<file path="src/inc/pgc_consts.svh">
// Constants for the path gain control register bank.
`ifndef PGC_CONSTS_SVH
`define PGC_CONSTS_SVH

`define PGC_ADDR_W          8
`define PGC_DATA_W          8
`define PGC_RX_COARSE_OFS   8'h27
`define PGC_TX_FINE_OFS     8'h28
`define PGC_REG_RESET       8'h00
`define PGC_SEL_BIT         4
`define PGC_CODE_MSB        3
`define PGC_CODE_LSB        0
`define PGC_WMASK           8'h1F
`define PGC_CODE_ZERO       4'h0
`define PGC_RX_GAIN_MAX     4'hC
`define PGC_RX_SAT_PREFIX   2'h3
`define PGC_SAT_MSB         3
`define PGC_SAT_LSB         2
`define PGC_RSVD_MSB        7
`define PGC_RSVD_LSB        5
`define PGC_RSVD_ZERO       3'h0
`define PGC_CODE_ONE        4'h1
`define PGC_CODE_FULL       4'hF
`define PGC_TX_FULL_GAIN    5'h0F
`define PGC_TX_FULL_ATTEN   5'h1F

`endif

</file>
<file path="src/inc/pgc_pkg.sv">
// Types for the path gain control register bank.
`default_nettype none
package pgc_pkg;

  // Effective level applied to one path: direction and number of steps.
  typedef struct packed {
    logic       atten;
    logic [3:0] steps;
  } pgc_level_type;

endpackage
`default_nettype wire

</file>
<file path="src/rtl/pgc_regs.sv">
// Receive coarse and transmit fine gain control registers with level decode.
`timescale 1ns/1ps
`default_nettype none
`include "pgc_consts.svh"

//------------------------------------------------------------------------------
// Notes on behaviour
//------------------------------------------------------------------------------
// Notes on behaviour
// - Rx select clear: higher code, more gain.
// - Rx select set: higher code, more attenuation.
// - Rx step 1 dB, max 12 gain/15 attenuation.
// - Rx code zero applies no change.
// - Rx gain codes 11xx saturate at 12 dB.
// - Rx attenuation: 0001 is 1 dB, 1111 15 dB.
// - Tx select clear gain, set attenuation.
// - Tx step 0.1 dB, max 1.5 dB.
// - Tx code zero leaves level unchanged.
// - Tx gain: 0001 adds 0.1, 1111 adds 1.5.
// - Tx attenuation: 0001 cuts 0.1, 1111 cuts 1.5.

module pgc_regs (
  input  wire logic                        CLK,
  input  wire logic                        RESETN,
  input  wire logic [`PGC_ADDR_W-1:0]      ADDR,
  input  wire logic                        WR_EN,
  input  wire logic [`PGC_DATA_W-1:0]      WR_DATA,
  output logic      [`PGC_DATA_W-1:0]      RD_DATA,
  output pgc_pkg::pgc_level_type           RX_LEVEL,
  output pgc_pkg::pgc_level_type           TX_LEVEL
);

  //----------------------------------------------------------------------------
  // Decode functions
  //----------------------------------------------------------------------------

  // Receive coarse path: steps of 1 dB, gain saturates at 12 dB.
  function automatic pgc_pkg::pgc_level_type rx_decode(
    input logic       sel,
    input logic [3:0] code
  );
    pgc_pkg::pgc_level_type lvl;
    lvl = '0;
    // A zero code reports the gain direction even with the select bit set.
    if (code == `PGC_CODE_ZERO) begin
      lvl = '0;
    end else if (!sel) begin
      lvl.atten = 1'h0;
      if (code[`PGC_SAT_MSB:`PGC_SAT_LSB] == `PGC_RX_SAT_PREFIX) begin
        lvl.steps = `PGC_RX_GAIN_MAX;
      end else begin
        lvl.steps = code;
      end
    end else begin
      lvl.atten = 1'h1;
      lvl.steps = code;
    end
    return lvl;
  endfunction

  // Transmit fine path: steps of 0.1 dB, full code range in both directions.
  function automatic pgc_pkg::pgc_level_type tx_decode(
    input logic       sel,
    input logic [3:0] code
  );
    pgc_pkg::pgc_level_type lvl;
    lvl = '0;
    if (code == `PGC_CODE_ZERO) begin
      lvl = '0;
    end else begin
      lvl.atten = sel;
      lvl.steps = code;
    end
    return lvl;
  endfunction

  // Address match shared by the write strobes and the assertions.
  function automatic logic addr_hit(
    input logic [`PGC_ADDR_W-1:0] addr,
    input logic [`PGC_ADDR_W-1:0] ofs
  );
    return addr == ofs;
  endfunction

  //----------------------------------------------------------------------------
  // Register storage
  //----------------------------------------------------------------------------

  logic [`PGC_DATA_W-1:0] rx_coarse_gain_ctrl;
  logic [`PGC_DATA_W-1:0] tx_fine_gain_ctrl;
  logic                   rx_coarse_atten_sel;
  logic [3:0]             rx_coarse_step_code;
  logic                   tx_fine_atten_sel;
  logic [3:0]             tx_fine_step_code;

  // Reserved bits are masked on write so they always hold zero.
  always_ff @(posedge CLK or negedge RESETN) begin
    if (!RESETN) begin
      rx_coarse_gain_ctrl <= `PGC_REG_RESET;
    end else if (WR_EN && addr_hit(ADDR, `PGC_RX_COARSE_OFS)) begin
      rx_coarse_gain_ctrl <= WR_DATA & `PGC_WMASK;
    end
  end

  always_ff @(posedge CLK or negedge RESETN) begin
    if (!RESETN) begin
      tx_fine_gain_ctrl <= `PGC_REG_RESET;
    end else if (WR_EN && addr_hit(ADDR, `PGC_TX_FINE_OFS)) begin
      tx_fine_gain_ctrl <= WR_DATA & `PGC_WMASK;
    end
  end

  assign rx_coarse_atten_sel = rx_coarse_gain_ctrl[`PGC_SEL_BIT];
  assign rx_coarse_step_code = rx_coarse_gain_ctrl[`PGC_CODE_MSB:`PGC_CODE_LSB];
  assign tx_fine_atten_sel   = tx_fine_gain_ctrl[`PGC_SEL_BIT];
  assign tx_fine_step_code   = tx_fine_gain_ctrl[`PGC_CODE_MSB:`PGC_CODE_LSB];

  //----------------------------------------------------------------------------
  // Read port
  //----------------------------------------------------------------------------

  // Read data follows the address one cycle later; unmapped addresses read zero.
  always_ff @(posedge CLK or negedge RESETN) begin
    if (!RESETN) begin
      RD_DATA <= `PGC_REG_RESET;
    end else begin
      unique case (ADDR)
        `PGC_RX_COARSE_OFS: RD_DATA <= rx_coarse_gain_ctrl;
        `PGC_TX_FINE_OFS:   RD_DATA <= tx_fine_gain_ctrl;
        default:            RD_DATA <= `PGC_REG_RESET;
      endcase
    end
  end

  //----------------------------------------------------------------------------
  // Level outputs
  //----------------------------------------------------------------------------

  // Levels lag a write by two edges: the register first, then the decode.
  always_ff @(posedge CLK or negedge RESETN) begin
    if (!RESETN) begin
      RX_LEVEL <= '0;
    end else begin
      RX_LEVEL <= rx_decode(rx_coarse_atten_sel, rx_coarse_step_code);
    end
  end

  always_ff @(posedge CLK or negedge RESETN) begin
    if (!RESETN) begin
      TX_LEVEL <= '0;
    end else begin
      TX_LEVEL <= tx_decode(tx_fine_atten_sel, tx_fine_step_code);
    end
  end
endmodule

`default_nettype wire

</file>
<file path="config.mk">
export PLATFORM = sky130hd
export DESIGN_NAME = pgc_regs
export DESIGN_NICKNAME = d
export VERILOG_FILES = /design/src/inc/pgc_pkg.sv /design/src/rtl/pgc_regs.sv
export VERILOG_INCLUDE_DIRS = /design/src /design/src/inc
export SDC_FILE = /design/constraint.sdc
export NUM_CORES = 1
export LEC_CHECK = 0
export BUFFER_PORTS_ARGS = -buffer_cell sky130_fd_sc_hd__buf_2
export CAP_MARGIN = 0
export CORE_MARGIN = 3
export CORE_UTILIZATION = 47
export DETAILED_ROUTE_END_ITERATION = 6
export PLACE_DENSITY_LB_ADDON = 0.3
export SETUP_SLACK_MARGIN = 0.5
export SYNTH_ARGS = -nofsm -noshare
export SYNTH_HDL_FRONTEND = slang
export SYNTH_SLANG_ARGS = --single-unit
export TNS_END_PERCENT = 100
</file>
<file path="constraint.sdc">
create_clock -name CLK -period 1 [get_ports CLK]
set_input_delay 0.1 -clock CLK [delete_from_list [all_inputs] [get_ports CLK]]
set_output_delay 0.1 -clock CLK [all_outputs]
set_load 0.01 [all_outputs]
</file>
# ---- Word level (Yosys, flattened, before mapping)
# Index checks and enable logic that the tools add are counted.
dict set report word_totals {
  register_bits 25
  in_bits 19
  output_inout_bits 18
  elab_cells 19
}
dict set report op_classes {
  n_eq_ne 3
  muxes 5
  reduce_logical 4
}
# cell n
set op_table {}
lappend op_table {{$eq A8 B6 Y1 const B} 2}
lappend op_table {{$mux W5} 3}
lappend op_table {{$pmux W5 S2} 1}
lappend op_table {{$logic_not A4 Y1} 2}
lappend op_table {{$mux W4} 1}
lappend op_table {{$eq A2 B2 Y1 const B} 1}
lappend op_table {{$logic_and A1 B1 Y1} 2}

# ---- Longest topological paths before layout
# Gate-level depths: netlist of the first run.
dict set report logic_depth {
  depth_word 4
  mapped_depth 4
  ltp_nobuf 3
}

# ---- Worst setup path after synthesis of the first run
# No wires, ideal clock.
dict set report synth_path {
  path_type {input -> register}
  start {in ADDR[1]}
  end {reg tx_fine_gain_ctrl[0]}
  setup_ns 0.127
  t_arrival_ns 0.960
  required_ns 0.873
  slack_ns -0.087
  path_stages 3
  path_buffers 0
  cell_sequence {nor4b_4 nand3_4 mux2_1}
}
dict set report synth_via {
  elab_chain_cells 2
}
# element line
set synth_rtl {}
lappend synth_rtl {{start: declaration} pgc_regs.sv:25} ;# input wire logic [`PGC_ADDR_W-1:0] ADDR,
lappend synth_rtl {{$eq A8 B6 Y1} pgc_regs.sv:82} ;# return addr == ofs;
lappend synth_rtl {{$logic_and A1 B1 Y1} pgc_regs.sv:108} ;# end else if (WR_EN && addr_hit(ADDR, `PGC_TX_FINE_OFS)) begin
lappend synth_rtl {{end signal: assignment} pgc_regs.sv:107} ;# tx_fine_gain_ctrl <= `PGC_REG_RESET;
lappend synth_rtl {{end signal: assignment} pgc_regs.sv:109} ;# tx_fine_gain_ctrl <= WR_DATA & `PGC_WMASK;
lappend synth_rtl {{end: declaration} pgc_regs.sv:90} ;# logic [`PGC_DATA_W-1:0] tx_fine_gain_ctrl;
# No other way between the ends.
# A chain may end at the register's enable or synchronous reset.

# ---- Final worst setup path of the first run
dict set report layout_path {
  start {reg rx_coarse_gain_ctrl[0]}
  end {reg RX_LEVEL[4] (netlist name)}
}
dict set report layout_via {
  elab_chain_cells 2
}
# element line
set layout_rtl {}
lappend layout_rtl {{start: declaration} pgc_regs.sv:89} ;# logic [`PGC_DATA_W-1:0] rx_coarse_gain_ctrl;
lappend layout_rtl {{start signal: assignment} pgc_regs.sv:99} ;# rx_coarse_gain_ctrl <= `PGC_REG_RESET;
lappend layout_rtl {{start signal: assignment} pgc_regs.sv:101} ;# rx_coarse_gain_ctrl <= WR_DATA & `PGC_WMASK;
lappend layout_rtl {{$logic_not A4 Y1 (no line)} -}
lappend layout_rtl {{$mux W5} pgc_regs.sv:45} ;# if (code == `PGC_CODE_ZERO) begin
lappend layout_rtl {{end signal: assignment} pgc_regs.sv:144} ;# RX_LEVEL <= rx_decode(rx_coarse_atten_sel, rx_coarse_step_code);
lappend layout_rtl {{end: declaration} pgc_regs.sv:29} ;# output pgc_pkg::pgc_level_type RX_LEVEL,
# No other way between the ends.

==> results of run 1 <==
## state kept, by name (all words and copies together), names as in the netlist
signal,cells
RD_DATA,5
tx_fine_gain_ctrl,5
TX_LEVEL,5
rx_coarse_gain_ctrl,5
RX_LEVEL,5
## kinds of logic (layout without fill, tap and decap cells)
kind of cell / count (synthesis) / after routing / synth area share
buffers and inverters: 10 / 45 / 0.0507
flip-flops: 25 / 25 / 0.634
other: 1 / 3 / 0.00380
multiplexers: 10 / 10 / 0.114
AND/OR/NAND/NOR: 14 / 14 / 0.137
AO/OA/AOI/OAI: 7 / 7 / 0.0608
## final cells by class
type,instances,area share
timing repair buffer,41,0.211
multi-input combinational,34,0.288
sequential,25,0.460
tap,25,0.0229
clock buffer,4,0.0192
## synthesized netlist by cell type
library cell	n
nand3b_1	1
a22oi_1	5
conb_1	1
nand3_2	1
clkbuf_1	6
mux2_1	2
and2_1	2
buf_4	3
nor4b_4	2
nand3_4	1
o41a_1	2
dfrtp_1	25
buf_2	1
or4b_2	1
nor2_1	5
mux2_2	8
and4b_2	1
## how the worst min path moves through the flow
stage	from	end	depth (start not counted)
floorplan	RESETN	RD_DATA[0]	0
finish	RESETN	TX_LEVEL[0]	1
detailed placement	RESETN	TX_LEVEL[0]	1
global placement	RESETN	RD_DATA[4]	1
CTS	RESETN	TX_LEVEL[0]	1
global route	RESETN	TX_LEVEL[0]	1
## metal layers
layer | wire length, um | global-route usage
met5 | 0 | 0
met4 | 40 | 0.105
met3 | 101 | 0.0258
met2 | 1080 | 0.274
met1 | 859 | 0.214
## repair_timing
action	in CTS	in global routing
setup endpoints to repair	40	40
setup buffers	5	1
cloned	0	0
endpoints found under the hold margin	25	25
pin swaps	14	6
gates resized for setup	19	14
## power by group
| part | internal, mW | switching (mW) | leakage (nW) |
|---|---|---|---|
| sequential | 1.05 | 0.0287 | 0.343 |
| combinational | 0.115 | 0.0924 | 0.360 |
| clock | 0.156 | 0.288 | 0.0150 |
## stage by stage
step	cell area, um2	hold WS [ps]	setup slack, ps	instances
6_report	1370	-269	31.3	129
3_5_place_dp	1170	104	-234	119
5_1_grt	1370	-254	0.343	129
3_3_place_gp	1170	95.5	-202	119
4_1_cts	1310	-252	44.1	128
2_1_floorplan	998	-196	-84.3	69
==> impl_metrics.csv, run 1 <==
group,metric,value,unit
yosys,netlist_top_cells_area,"dfrtp_1, mux2_2, nor4b_4",
pwr,total_leakage_power,0.718,nW
worst_setup_path,crit_chain,"o41a_1",
cts,cts_tree,"yes",
timing,tightest_slew,514,ps
timing,final.setup.tns,0,ps
yosys,synth_top_area_cell,"dfrtp_1",
worst_setup_path,cp_num_buf_inv,0,
timing,slew_viol_final,0,
worst_setup_path,cp-end-kind,"flip-flop",
pwr,p_total,1.73,mW
floorplanning,die_x,51.8,um
cts,cts.reportedPaths.clkPinSlew,130,ps
worst_setup_path,crit_type,"flip-flop to flip-flop",
global_routing,grt_pass1_wl,3.22,mm
layout,synthToLayoutAreaGrowth,38.4,%
timing,hold_violations,25,
timing,fin_crit,969,ps
routing,dr_total_vias,660,
cts,clk_latency,320,ps
yosys,synth_warnings,0,
floorplanning,io_pins,37,
worst_setup_path,crit_end,"RX_LEVEL[4]",
layout,drive_gt1_frac,0.644,
worst_setup_path,worst-path-stages,1,
worst_setup_path,crit_start,"rx_coarse_gain_ctrl[0]",
worst_setup_path,crit_path_top_delay_cell,"o41a_1",
outcome,failed_checks,"hold timing",
cts,cts_buffers,3,
floorplanning,coreArea,1860,um2
global_routing,grt_pass1_vias,641,
timing,fin_skew,4.61,ps
routing,drt_iter0_markers,8,
floorplanning,rows,15,
yosys,ys_seq_area_frac,0.634,
layout,final_common_cell,"buf_2",
global_routing,grt_overflow,0,
cts,htree_levels,1,
worst_setup_path,reg2reg_depth,1,
outcome,status,"complete, but fails checks",
global_routing,antenna_found_initial,0,
floorplanning,die_y,51.8,um
cts,cts_num_sinks,25,
yosys,synth_cell_types,17,
layout,final_util,0.735,
worst_setup_path,r2r_start,"rx_coarse_gain_ctrl[0]",
placed_design,hpwl,1.39,mm
yosys,avgSynthCellArea,14.7,um2
global_routing,grt_usage,0.170,
layout,nets,124,
timing,max_freq,1030,MHz
routing,firstDrtPassIters,4,
routing,drc,0,
cts,clock-root-buffer,"clkbuf_4",
worst_setup_path,r2r-end,"RX_LEVEL[4]",
yosys,syn-instance-count,67,
layout,multiInputGateArea,393,um2
worst_setup_path,slowest_delay,430,ps
layout,diodes,0,
worst_hold_path,hp-class,"input pin to async pin",
routing,ant_nets,0,
floorplanning,die-area,2690,um2
yosys,synth_seq_cells,25,
yosys,syn_area,987,um2
timing,rsz0062_at_grt,"yes",
routing,drt-total-wl,2.08,mm
placed_design,place_congestion,0.864,
worst_setup_path,crit_path_start_kind,"flip-flop",
pwr,irDropWorstVdd,0.718,mV
job,cap_violations,0,
timing,fin_crit_sh,0.969,
timing,slew_headroom,0.657,
routing,wl_per_cell,16.1,um
worst_setup_path,rrSetupSlack,30,ps
layout,final_cell_mix,"buf_2, dfrtp_1, mux2_4, buf_6",
worst_setup_path,crit_fanout,2,
cts,cts_buffer_depth,2,
floorplanning,start_util,0.531,
global_routing,grt_max_degree,26,
routing,vias_per_cell,5.12,
worst_setup_path,crit_family,"compound AO/OA/AOI/OAI gates",
pwr,p_per_area,1260,nW/um2
layout,fillCellCount,130,
timing,final-setup-viol-count,0,
yosys,synth_top_cell_area_share,0.634,
timing,hold-worst-slack,-269,ps
worst_setup_path,worstPathArrival,1170,ps
worst_setup_path,worstPathRequired,1200,ps
layout,seq_area,628,um2
placed_design,io_buffers,30,
No activity file was read; power rests on OpenSTA's default activity.
==> run 2, diff against run 1 <==
- CELL_PAD_IN_SITES_DETAIL_PLACEMENT: default -> 1
- CELL_PAD_IN_SITES_GLOBAL_PLACEMENT: default -> 1
- CORE_UTILIZATION: 47 -> 37
==> run 2 against run 1 <==
Against the previous run:
- the flow still finishes with violations (hold timing)
- worst hold slack worse by 0.88 ps
- sequential share of layout area decreased by 1.7 points
- combinational power rose by 11%
- critical path depth unchanged
- final area rose by 3.8%
- routed wire length is 10% higher
- register-to-register slack is essentially flat
- worst setup slack got worse by 0.88 ps
- flip-flop and latch count unchanged
- clock-buffer cell count fell by 1
- critical endpoint is now TX_LEVEL[4]
- largest power group unchanged
==> impl_metrics.csv, run 2 (synthesis results as in run 1) <==
group,metric,value,unit
worst_setup_path,crit_path_top_delay_cell,"dfrtp_1",
timing,slew_headroom,0.650,
global_routing,grt_overflow,0,
placed_design,dp_slack,-240,ps
layout,final_common_cell,"buf_2",
worst_setup_path,crit_type,"flip-flop to flip-flop",
routing,firstDrtPassIters,2,
pwr,p_per_area,1250,nW/um2
cts,htree_levels,1,
layout,nets,127,
timing,hold_violations,25,
floorplanning,start_util,0.395,
placed_design,io_buffers,30,
timing,final.setup.tns,0,ps
worst_setup_path,worstPathArrival,1180,ps
outcome,status,"complete, but fails checks",
global_routing,grt_max_degree,26,
cts,cts_tree,"yes",
routing,ant_nets,0,
timing,slew_viol_final,0,
cts,cts_num_sinks,25,
global_routing,grt_pass1_vias,740,
routing,vias_per_cell,4.80,
global_routing,top_usage_layer,"met2",
routing,drt-total-wl,2.29,mm
routing,drt_iter0_markers,3,
worst_setup_path,crit_family,"flip-flops",
layout,drive_gt1_frac,0.664,
floorplanning,rows,18,
cts,cts_buffers,3,
floorplanning,die_x,57.7,um
floorplanning,die_y,57.7,um
timing,final-setup-viol-count,0,
pwr,total_leakage_power,0.739,nW
cts,clock-root-buffer,"clkbuf_4",
timing,setup_ws,30.4,ps
worst_setup_path,reg2reg_depth,1,
global_routing,grt_pass1_wl,3.59,mm
placed_design,place_congestion,0.686,
timing,fin_crit,970,ps
layout,synthToLayoutAreaGrowth,43.6,%
worst_setup_path,cp_num_buf_inv,0,
pwr,irDropWorstVdd,0.882,mV
worst_setup_path,r2r_start,"tx_fine_gain_ctrl[1]",
layout,diodes,0,
worst_setup_path,slowest_delay,440,ps
layout,final_cell_mix,"buf_2, dfrtp_1, buf_6",
timing,hold-worst-slack,-270,ps
outcome,failed_checks,"hold timing",
worst_setup_path,rrSetupSlack,30,ps
worst_setup_path,crit_chain,"o41a_1",
worst_setup_path,worstPathRequired,1210,ps
cts,cts_buffer_depth,2,
global_routing,grtUsageMet2,0.265,
worst_hold_path,hp-class,"input pin to async pin",
cts,clk_latency,320,ps
worst_setup_path,cp-end-kind,"flip-flop",
placed_design,hpwl,1.67,mm
floorplanning,coreArea,2500,um2
floorplanning,die-area,3320,um2
timing,max_freq,1030,MHz
floorplanning,io_pins,37,
layout,fillCellCount,257,
worst_setup_path,crit_fanout,3,
routing,dr_total_vias,657,
global_routing,grt_usage,0.144,
cts,cts.reportedPaths.clkPinSlew,140,ps
job,cap_violations,0,
global_routing,antenna_found_initial,0,
routing,wl_per_cell,16.7,um
global_routing,grt_use_met3,0.0267,
worst_setup_path,r2r-end,"TX_LEVEL[4]",
timing,tightest_slew,526,ps
routing,drc,0,
timing,fin_crit_sh,0.970,
global_routing,use_met1,0.166,
timing,rsz0062_at_grt,"yes",
timing,fin_skew,4.63,ps
worst_setup_path,crit_path_start_kind,"flip-flop",
[run 2: changes by cell type in the layout (fill, tap and decap cells not counted), sizes merged]
cell	delta
buf	+3
clkbuf	-1
clkinvlp	+1
[run 2: layer usage]
layer / vias up / wire [um]
met5: - / 0
met4: 0 / 22
met3: 2 / 90
met2: 15 / 1290
met1: 332 / 884
li1: 308 / -
[run 2: power breakdown]
group          leakage, nW  switching (mW)  internal, mW
Combinational        0.382          0.0974         0.131
Sequential           0.343          0.0282          1.05
Clock               0.0139           0.308         0.153
Total                0.739           0.434          1.33
[run 2: through the flow]
step	std cells	area (um2)	utilization	total power, mW	hold WS [ps]
3_3_place_gp	126	1190	0.475	1.24	104
5_1_grt	137	1420	0.567	1.86	-251
2_1_floorplan	69	998	-	1.15	-196
3_5_place_dp	126	1190	0.475	1.25	113
4_1_cts	135	1330	0.534	1.74	-248
6_report	137	1420	0.567	1.77	-270
[run 2: worst max-delay path by stage]
stage / startpoint / to / slack [ps] / depth (start not counted)
floorplan: ADDR[1] / tx_fine_gain_ctrl[0] / -80 / 3
global placement: ADDR[4] / rx_coarse_gain_ctrl[4] / -230 / 4
detailed placement: ADDR[4] / rx_coarse_gain_ctrl[2] / -240 / 4
CTS: TX_LEVEL[3] / TX_LEVEL[3] / 40 / 1
global route: TX_LEVEL[3] / TX_LEVEL[3] / -10 / 1
finish: tx_fine_gain_ctrl[1] / TX_LEVEL[4] / 30 / 1
[run 2: layout make-up]
class                           instances  area, um2  share of cell area
Clock buffer                            3       22.5              0.0159
Timing Repair Buffer                   44        332               0.234
Sequential cell                        25        628               0.443
Clock inverter                          1       7.51             0.00530
Tap cell                               30       37.5              0.0265
Multi-Input combinational cell         34        390               0.275
[run 2: what timing repair did]
action | CTS | global route
setup endpoints to repair | 40 | 40
setup buffers | 5 | 2
pin swaps | 11 | 10
endpoints found under the hold margin | 25 | 26
resized for setup | 20 | 17
